--- src/ipsk_pkg.sv ---
// Constants, types and decode helpers shared by the serial and keyboard port path.
package ipsk_pkg;

   // -------------------------------------------------------------------------
   // Timing
   // -------------------------------------------------------------------------
   localparam int CLK_PERIOD_NS = 5;
   localparam int DEF_CLK_HZ = 1_000_000_000 / CLK_PERIOD_NS;
   localparam int OVERSAMPLE = 16;
   localparam int DIV_W = 18;
   localparam int BAUD_MIN = 75;
   localparam int BAUD_MAX = 9600;
   localparam logic [3:0] MID_TICK = 4'h7;
   localparam logic [3:0] LAST_TICK = 4'hF;

   // -------------------------------------------------------------------------
   // Character layout
   // -------------------------------------------------------------------------
   localparam int DATA_BITS = 8;
   localparam int CODE_BITS = 7;
   localparam int KEY_LINES = 64;
   localparam int KEY_IDX_W = 6;
   localparam int FRAME_BITS = 10;
   localparam logic [7:0] BUS_IDLE = 8'h00;

   // -------------------------------------------------------------------------
   // Status word bit positions
   // -------------------------------------------------------------------------
   localparam int ST_RX_READY = 0;
   localparam int ST_TX_READY = 1;
   localparam int ST_OVERRUN = 2;
   localparam int ST_FRAMING = 3;
   localparam int KB_READY_BIT = 7;

   typedef enum logic [1:0] {
      RX_IDLE = 2'b00,
      RX_START = 2'b01,
      RX_DATA = 2'b10,
      RX_STOP = 2'b11
   } ipsk_rx_state_t;

   // Baud select code to rate; unknown codes fall back to the fastest rate.
   function automatic int baud_rate(input logic [3:0] sel);
      case (sel)
         4'h0: return BAUD_MIN;
         4'h1: return 110;
         4'h2: return 150;
         4'h3: return 300;
         4'h4: return 600;
         4'h5: return 1200;
         4'h6: return 2400;
         4'h7: return 4800;
         4'h8: return BAUD_MAX;
         default: return BAUD_MAX;
      endcase
   endfunction

endpackage

--- src/ipsk_tx_if.sv ---
// Link between the port path top and its serial transmitter.
`timescale 1ns/100ps
interface ipsk_tx_if;
   logic tick;
   logic load;
   logic [7:0] data;
   logic hold_free;
   logic txd;

   modport ctrl (
      output tick,
      output load,
      output data,
      input hold_free,
      input txd
   );
   modport tx (
      input tick,
      input load,
      input data,
      output hold_free,
      output txd
   );
endinterface
--- src/ipsk_top.sv ---
// Keyboard port, data input selector and serial channel of the programmed I/O path.
`timescale 1ns/100ps
module ipsk_top
   import ipsk_pkg::*;
#(
   parameter int CLK_HZ = DEF_CLK_HZ
)(
   // Clock and reset
   input wire logic sys_clk,
   input wire logic arst_n,
   // Decoded port strobes, one per read or write cycle
   input wire logic kbd_data_rd,
   input wire logic kbd_stat_rd,
   input wire logic ser_data_rd,
   input wire logic ser_stat_rd,
   input wire logic ser_data_wr,
   // Processor buses
   input wire logic [7:0] dio_out,
   input wire logic [7:0] ext_din,
   output logic [7:0] cpu_din,
   output logic [7:0] int_bus,
   output logic int_bus_oe,
   // Keyboard and serial connector pins
   input wire logic [KEY_LINES-1:0] key_lines,
   input wire logic key_shift,
   input wire logic [3:0] baud_sel,
   input wire logic rxd,
   output logic txd
);

   ipsk_tx_if tif ();

   logic [KEY_LINES-1:0] keys_s1_r, keys_s2_r;
   logic shift_s1_r, shift_s2_r;
   logic [3:0] baud_s1_r, baud_s2_r;
   logic rxd_s1_r, rxd_s2_r;
   logic any_key_prev_r;
   logic key_rise;
   logic [CODE_BITS-1:0] kbd_code_r;
   logic kbd_ready_r;
   logic [DIV_W-1:0] div_cnt_r;
   logic [DIV_W-1:0] div_max;
   logic tick16_r;
   ipsk_rx_state_t rx_state_r;
   logic [3:0] rx_tick_r;
   logic [2:0] rx_bit_r;
   logic [DATA_BITS-1:0] rx_sh_r, rx_hold_r;
   logic rx_done_r, rx_ready_r, overrun_r, framing_r;
   logic [7:0] status;
   logic int_sel;
   logic [7:0] int_val;
   logic [7:0] cpu_din_r, int_bus_r;
   logic int_bus_oe_r;

   // Lowest pressed key line gives the six low bits of the code.
   function automatic logic [KEY_IDX_W-1:0] key_index(input logic [KEY_LINES-1:0] k);
      logic [KEY_IDX_W-1:0] idx;
      idx = '0;
      for (int i = KEY_LINES - 1; i >= 0; i--) begin
         if (k[i]) begin
            idx = KEY_IDX_W'(i);
         end
      end
      return idx;
   endfunction

   // -------------------------------------------------------------------------
   // Pin synchronisers
   // -------------------------------------------------------------------------
   always_ff @(posedge sys_clk or negedge arst_n) begin
      if (!arst_n) begin
         keys_s1_r <= '0;
         keys_s2_r <= '0;
         shift_s1_r <= 1'b0;
         shift_s2_r <= 1'b0;
         baud_s1_r <= 4'h0;
         baud_s2_r <= 4'h0;
         rxd_s1_r <= 1'b1;
         rxd_s2_r <= 1'b1;
      end else begin
         keys_s1_r <= key_lines;
         keys_s2_r <= keys_s1_r;
         shift_s1_r <= key_shift;
         shift_s2_r <= shift_s1_r;
         baud_s1_r <= baud_sel;
         baud_s2_r <= baud_s1_r;
         rxd_s1_r <= rxd;
         rxd_s2_r <= rxd_s1_r;
      end
   end

   // -------------------------------------------------------------------------
   // Keyboard port
   // -------------------------------------------------------------------------
   assign key_rise = (|keys_s2_r) && !any_key_prev_r;

   always_ff @(posedge sys_clk or negedge arst_n) begin
      if (!arst_n) begin
         any_key_prev_r <= 1'b0;
         kbd_code_r <= '0;
      end else begin
         any_key_prev_r <= |keys_s2_r;
         if (key_rise) begin
            kbd_code_r <= {shift_s2_r, key_index(keys_s2_r)};
         end
      end
   end

   // A new key wins over a read clearing the flag in the same cycle.
   always_ff @(posedge sys_clk or negedge arst_n) begin
      if (!arst_n) begin
         kbd_ready_r <= 1'b0;
      end else if (key_rise) begin
         kbd_ready_r <= 1'b1;
      end else if (kbd_data_rd) begin
         kbd_ready_r <= 1'b0;
      end
   end

   // -------------------------------------------------------------------------
   // Baud generator: one-cycle pulse at sixteen times the bit rate
   // -------------------------------------------------------------------------
   assign div_max = DIV_W'(CLK_HZ / (OVERSAMPLE * baud_rate(baud_s2_r)) - 1);

   always_ff @(posedge sys_clk or negedge arst_n) begin
      if (!arst_n) begin
         div_cnt_r <= '0;
         tick16_r <= 1'b0;
      end else if (div_cnt_r >= div_max) begin
         div_cnt_r <= '0;
         tick16_r <= 1'b1;
      end else begin
         div_cnt_r <= div_cnt_r + 1'b1;
         tick16_r <= 1'b0;
      end
   end

   // -------------------------------------------------------------------------
   // Serial receiver
   // -------------------------------------------------------------------------
   always_ff @(posedge sys_clk or negedge arst_n) begin
      if (!arst_n) begin
         rx_state_r <= RX_IDLE;
         rx_tick_r <= 4'h0;
         rx_bit_r <= 3'h0;
         rx_sh_r <= '0;
         rx_hold_r <= '0;
         rx_done_r <= 1'b0;
         framing_r <= 1'b0;
      end else begin
         rx_done_r <= 1'b0;
         case (rx_state_r)
            RX_IDLE: begin
               rx_tick_r <= 4'h0;
               if (!rxd_s2_r) begin
                  rx_state_r <= RX_START;
               end
            end
            RX_START: begin
               if (tick16_r) begin
                  rx_tick_r <= rx_tick_r + 4'h1;
                  if (rx_tick_r == MID_TICK) begin
                     rx_tick_r <= 4'h0;
                     rx_bit_r <= 3'h0;
                     rx_state_r <= rxd_s2_r ? RX_IDLE : RX_DATA;
                  end
               end
            end
            RX_DATA: begin
               if (tick16_r) begin
                  rx_tick_r <= rx_tick_r + 4'h1;
                  if (rx_tick_r == LAST_TICK) begin
                     rx_sh_r <= {rxd_s2_r, rx_sh_r[DATA_BITS-1:1]};
                     rx_bit_r <= rx_bit_r + 3'h1;
                     if (rx_bit_r == 3'(DATA_BITS - 1)) begin
                        rx_state_r <= RX_STOP;
                     end
                  end
               end
            end
            RX_STOP: begin
               if (tick16_r) begin
                  rx_tick_r <= rx_tick_r + 4'h1;
                  if (rx_tick_r == LAST_TICK) begin
                     rx_hold_r <= rx_sh_r;
                     framing_r <= !rxd_s2_r;
                     rx_done_r <= 1'b1;
                     rx_state_r <= RX_IDLE;
                  end
               end
            end
            default: rx_state_r <= RX_IDLE;
         endcase
      end
   end

   // Arrival wins over a data read in the same cycle.
   always_ff @(posedge sys_clk or negedge arst_n) begin
      if (!arst_n) begin
         rx_ready_r <= 1'b0;
         overrun_r <= 1'b0;
      end else begin
         if (rx_done_r) begin
            rx_ready_r <= 1'b1;
         end else if (ser_data_rd) begin
            rx_ready_r <= 1'b0;
         end
         if (rx_done_r && rx_ready_r) begin
            overrun_r <= 1'b1;
         end else if (ser_data_rd) begin
            overrun_r <= 1'b0;
         end
      end
   end

   // -------------------------------------------------------------------------
   // Transmitter connection
   // -------------------------------------------------------------------------
   assign tif.tick = tick16_r;
   assign tif.load = ser_data_wr;
   assign tif.data = dio_out;
   assign txd = tif.txd;

   ipsk_tx u_tx (
      .sys_clk(sys_clk),
      .arst_n(arst_n),
      .tif(tif)
   );

   // -------------------------------------------------------------------------
   // Internal data bus and data input selector
   // -------------------------------------------------------------------------
   always_comb begin
      status = BUS_IDLE;
      status[ST_RX_READY] = rx_ready_r;
      status[ST_TX_READY] = tif.hold_free;
      status[ST_OVERRUN] = overrun_r;
      status[ST_FRAMING] = framing_r;
      int_sel = ser_data_rd || ser_stat_rd || kbd_stat_rd;
      int_val = BUS_IDLE;
      if (ser_data_rd) begin
         int_val = rx_hold_r;
      end else if (ser_stat_rd) begin
         int_val = status;
      end else if (kbd_stat_rd) begin
         int_val[KB_READY_BIT] = kbd_ready_r;
      end
   end

   always_ff @(posedge sys_clk or negedge arst_n) begin
      if (!arst_n) begin
         int_bus_r <= BUS_IDLE;
         int_bus_oe_r <= 1'b0;
      end else begin
         int_bus_r <= int_val;
         int_bus_oe_r <= int_sel;
      end
   end

   always_ff @(posedge sys_clk or negedge arst_n) begin
      if (!arst_n) begin
         cpu_din_r <= BUS_IDLE;
      end else if (kbd_data_rd) begin
         cpu_din_r <= {1'b0, kbd_code_r};
      end else if (int_sel) begin
         cpu_din_r <= int_val;
      end else begin
         cpu_din_r <= ext_din;
      end
   end

   assign cpu_din = cpu_din_r;
   assign int_bus = int_bus_r;
   assign int_bus_oe = int_bus_oe_r;
endmodule

--- src/ipsk_tx.sv ---
// Serial transmitter with a holding register and a shift register.
`timescale 1ns/100ps
module ipsk_tx
   import ipsk_pkg::*;
(
   // Clock and reset
   input wire logic sys_clk,
   input wire logic arst_n,
   // Control side
   ipsk_tx_if.tx tif
);

   logic [DATA_BITS-1:0] hold_r;
   logic hold_full_r;
   logic [FRAME_BITS-1:0] sh_r;
   logic busy_r;
   logic [3:0] tick_r;
   logic [3:0] bit_r;
   logic txd_r;
   logic take;

   // A load is ignored while the holding register is still full.
   assign take = tif.load && !hold_full_r;
   assign tif.hold_free = !hold_full_r;
   assign tif.txd = txd_r;

   // -------------------------------------------------------------------------
   // Holding register
   // -------------------------------------------------------------------------
   always_ff @(posedge sys_clk or negedge arst_n) begin
      if (!arst_n) begin
         hold_r <= BUS_IDLE;
         hold_full_r <= 1'b0;
      end else if (take) begin
         hold_r <= tif.data;
         hold_full_r <= 1'b1;
      end else if (!busy_r && hold_full_r) begin
         hold_full_r <= 1'b0;
      end
   end

   // -------------------------------------------------------------------------
   // Shifter: start bit, eight data bits LSB first, one stop bit
   // -------------------------------------------------------------------------
   always_ff @(posedge sys_clk or negedge arst_n) begin
      if (!arst_n) begin
         sh_r <= '1;
         busy_r <= 1'b0;
         tick_r <= 4'h0;
         bit_r <= 4'h0;
      end else if (!busy_r) begin
         if (hold_full_r) begin
            sh_r <= {1'b1, hold_r, 1'b0};
            busy_r <= 1'b1;
            tick_r <= 4'h0;
            bit_r <= 4'h0;
         end
      end else if (tif.tick) begin
         tick_r <= tick_r + 4'h1;
         if (tick_r == LAST_TICK) begin
            sh_r <= {1'b1, sh_r[FRAME_BITS-1:1]};
            bit_r <= bit_r + 4'h1;
            if (bit_r == 4'(FRAME_BITS - 1)) begin
               busy_r <= 1'b0;
            end
         end
      end
   end

   always_ff @(posedge sys_clk or negedge arst_n) begin
      if (!arst_n) begin
         txd_r <= 1'b1;
      end else begin
         txd_r <= busy_r ? sh_r[0] : 1'b1;
      end
   end
endmodule

--- config.mk ---
export PLATFORM = sky130hd
export DESIGN_NAME = ipsk_top
export DESIGN_NICKNAME = d
export VERILOG_FILES = /design/src/ipsk_pkg.sv /design/src/ipsk_tx_if.sv /design/src/ipsk_top.sv /design/src/ipsk_tx.sv
export SDC_FILE = /design/constraint.sdc
export NUM_CORES = 1
export LEC_CHECK = 0
export BUFFER_PORTS_ARGS = -buffer_cell sky130_fd_sc_hd__clkbuf_2
export CAP_MARGIN = 20
export CELL_PAD_IN_SITES_DETAIL_PLACEMENT = 0
export CELL_PAD_IN_SITES_GLOBAL_PLACEMENT = 1
export CORE_ASPECT_RATIO = 1.5
export CORE_MARGIN = 2
export CORE_UTILIZATION = 23
export CTS_BUF_LIST = sky130_fd_sc_hd__clkbuf_8 sky130_fd_sc_hd__clkbuf_16
export DETAILED_ROUTE_END_ITERATION = 10
export PLACE_DENSITY_LB_ADDON = 0.25
export SLEW_MARGIN = 20
export SYNTH_ARGS = -nofsm -noshare
export SYNTH_HDL_FRONTEND = slang
export SYNTH_HIERARCHICAL = 1
export SYNTH_SLANG_ARGS = --single-unit
export TNS_END_PERCENT = 30
--- constraint.sdc ---
create_clock -name sys_clk -period 90 [get_ports sys_clk]
set_input_delay 18 -clock sys_clk [delete_from_list [all_inputs] [get_ports sys_clk]]
set_output_delay 18 -clock sys_clk [all_outputs]
set_load 0.05 [all_outputs]
==> results.md <==
- Status: finished, final reports clean
- Core Util, Final: 25.9%
- NumNets Final: 4175
- DP Worst Slack: 12.12 ns
- Post-synth ARST share: 100%
- CTS sink count: 242
- Fmax: 12.8 MHz
- Setup WS post-layout: 12.07 ns
- Die Span Y: 439 um
- Min-Delay Path Depth: 0
- Hold_ws: 0.342 ns
- Met3 WL: 2720 um
- Min cycle time layout: 77.93 ns
- Post-CTS setup repair buffer count: 0
- DRC: 0
- Root buffer cell: clkbuf_16
- Max FO, Critical Path: 30
- DR WL met2: 61000 um
- CTS Buf Count: 29
- Element type at the critical path start: flip-flop
- Reg2Reg Depth: 349
- Final slew viol count: 0
- Slowest stage cell on the critical path: or4_1
- Max layer used: met5
- Die Span X: 294 um
- Area of the core: 125000 um^2
- Area of the multi-input gates: 21900 um^2
- Vias post-DR: 27800
- Htree depth: 1
- Cts repair resizes: 0
- CP max stage delay: 0.84 ns
- PortBufs: 110
- Post-Synthesis Cells: 3700
- #FFs+latches synth: 242
- Max_cap viols: 0
- Warnings, synthesis: 6
- CTS clk-pin slew, worst paths: 0.07 ns
- Final wirelength: 107000 um
- Total gr overflow: 0
- Pin count of the biggest net entering global routing: 115
- TritonRoute pass-1 iters: 5
- Crit path top cell by count: o21ai_0
- Sequential area share after synthesis: 21.0%
- RSZ-0062 raised after global routing: false
- Global-route wire length before repair: 167000 um
- Die ar.: 129000 um^2
- Setup CP Type: flip-flop to flip-flop
- Least-Margin Pin Slew: 1.04 ns
- Final Cycle Share: 86.6%
- Initial core utilization: 23.1%
- Top cell type's share of synthesized area: 19.9%
- Vias in the first global route: 28800
- Layout cell share with drive strength beyond 1: 11.3%
- CTS tree: built
- Post-CTS Hold Buffers: 0
- CP Capture Type: flip-flop
- Skew-Pair Late Insertion Delay: 0.59 ns
- Mean routed wirelength per cell: 19.8 um
- Syn Area/Cell: 7.83 um^2
- Cell variety after synth: 130
- Initial antenna violation count: 1
- Max clock buf depth: 3
- Synth area leader: dfrtp_1
- Antenna-violating nets left: 0
- Slew headroom: 31.0%
- # IOs: 111
- Req. time, crit path: 90.25 ns
- Largest cells by area after synthesis: dfrtp_1 20%, ha_1 13%, a21oi_1 6.0%, nor2_1 4.9%, nand2_1 4.6%
- Hold Fails Final Rpt: 0
- Layout area overhead: 12.1%
- Syn Nets: 4095
- HPWL Detailed: 84700 um
- Routability cong.: 0.847
- Site row count: 159
- Post-route setup TNS: 0 ns
- Post-synth EDFFs: 0
- Detailed Route Iter0 Violations: 1367
- Hold crit path type: flip-flop to flip-flop
- Worst R2R Setup Slack: 12.07 ns
- Seq. cell area: 6070 um^2
- Clock Skew: 0.0267 ns
- Filler cells: 13800
- Ys flop type: dfrtp_1
- Via/cell ratio: 5.14
- # setup viols final: 0
- Total global-route track usage: 16.3%
- Data arrival, critical path: 78.18 ns
- Met1 Wirelength: 40000 um
- Synthesized area: 29000 um^2
-- through the flow --
step                      area (um^2)  instances
after floorplan                 29000       3700
after global placement          31400       5359
after detailed placement        31400       5359
after CTS                       32500       5412
after global routing            32500       5412
final                           32500       5413
-- cells by family (layout without fill, tap and decap cells) --
logic type / after synthesis / in the layout / synth area share [%]
and+or+nand+nor: 1383 / 1383 / 23.8
AOI/OAI and AO/OA: 1207 / 1207 / 27.8
adders and majority gates: 302 / 302 / 13.1
buffers and inverters: 243 / 345 / 3.47
DFF: 242 / 242 / 21.0
muxes: 113 / 113 / 4.42
other: 1 / 2 / 0.0129
xor gates and xnor gates: 209 / 209 / 6.35
-- final timing paths --
| check | start | end |
|---|---|---|
| max | baud_s2_r[1] | tick16_r |
| min | keys_s1_r[31] | keys_s2_r[31] |
| max reg2reg | baud_s2_r[1] | tick16_r |
| min reg2reg | keys_s1_r[31] | keys_s2_r[31] |
| max in group asynchronous | arst_n | div_cnt_r[16] |
| min in group asynchronous | arst_n | keys_s1_r[27] |
-- synthesized netlist by cell type, types with 52 or more instances --
cell,n
a21o_1,95
a21oi_1,348
and2_1,54
clkbuf_1,59
dfrtp_1,230
ha_1,299
inv_1,127
mux2_2,66
nand2_1,355
nand2b_1,66
nand3_1,79
nor2_1,380
nor2b_1,52
nor3_1,113
o21a_1,86
o21ai_0,204
o31ai_1,60
xnor2_1,137
xor2_1,71
-- state kept, by name, summed over array words and instances, names as in the netlist, 7 cells and up, named ones only --
name	flops
keys_s1_r	64
keys_s2_r	64
div_cnt_r	18
u_tx/sh_r	9
cpu_din	8
int_bus	8
rx_hold_r	8
rx_sh_r	8
u_tx/hold_r	8
kbd_code_r	7
-- cells in the final DEF, fill, tap and decap left out, drive strengths merged, types with 30 or more instances in the layout --
| cell type | count |
|---|---|
| nor2 | 383 |
| nand2 | 358 |
| a21oi | 354 |
| ha | 299 |
| dfrtp | 230 |
| o21ai | 226 |
| clkbuf | 144 |
| inv | 140 |
| xnor2 | 138 |
| nor3 | 119 |
| a21o | 96 |
| o21a | 86 |
| nand3 | 80 |
| mux2 | 75 |
| xor2 | 71 |
| nand2b | 66 |
| o31ai | 61 |
| and2 | 54 |
| nor2b | 52 |
| a211oi | 51 |
| buf | 48 |
| or2 | 45 |
| a31oi | 44 |
| or3 | 43 |
| nand4 | 43 |
| o21bai | 39 |
| mux2i | 38 |
| o211ai | 35 |
| and3 | 30 |
-- metal layers --
| layer | vias to the layer above | global-route usage (%) |
|---|---|---|
| li1 | 13900 | - |
| met5 | - | 0 |
| met3 | 162 | 1.45 |
| met1 | 13300 | 16.7 |
| met4 | 2 | 4.58 |
| met2 | 473 | 34.3 |
-- critical path: cells and delay by family (launching register included) --
| family | cells | cell delay [ns] |
|---|---|---|
| buf+inv | 17 | 3.79 |
| mux | 4 | 1.43 |
| flops | 1 | 0.54 |
| simple gates | 141 | 28.58 |
| compound gates | 156 | 33.00 |
| fa+ha+maj | 31 | 10.04 |
-- layout make-up --
cell class	instances	area share, %
diodes	1	0.00771
clock inverters	18	0.655
multi-input cells	3215	67.6
repair buffers	157	2.81
inverters	135	1.56
clock buffers	35	2.49
well taps	1610	6.21
flip-flops and latches	242	18.7
Power is left out: the tool's default activity adds up to more than one toggle a clock period on the data nets, which glitch-free logic cannot reach.
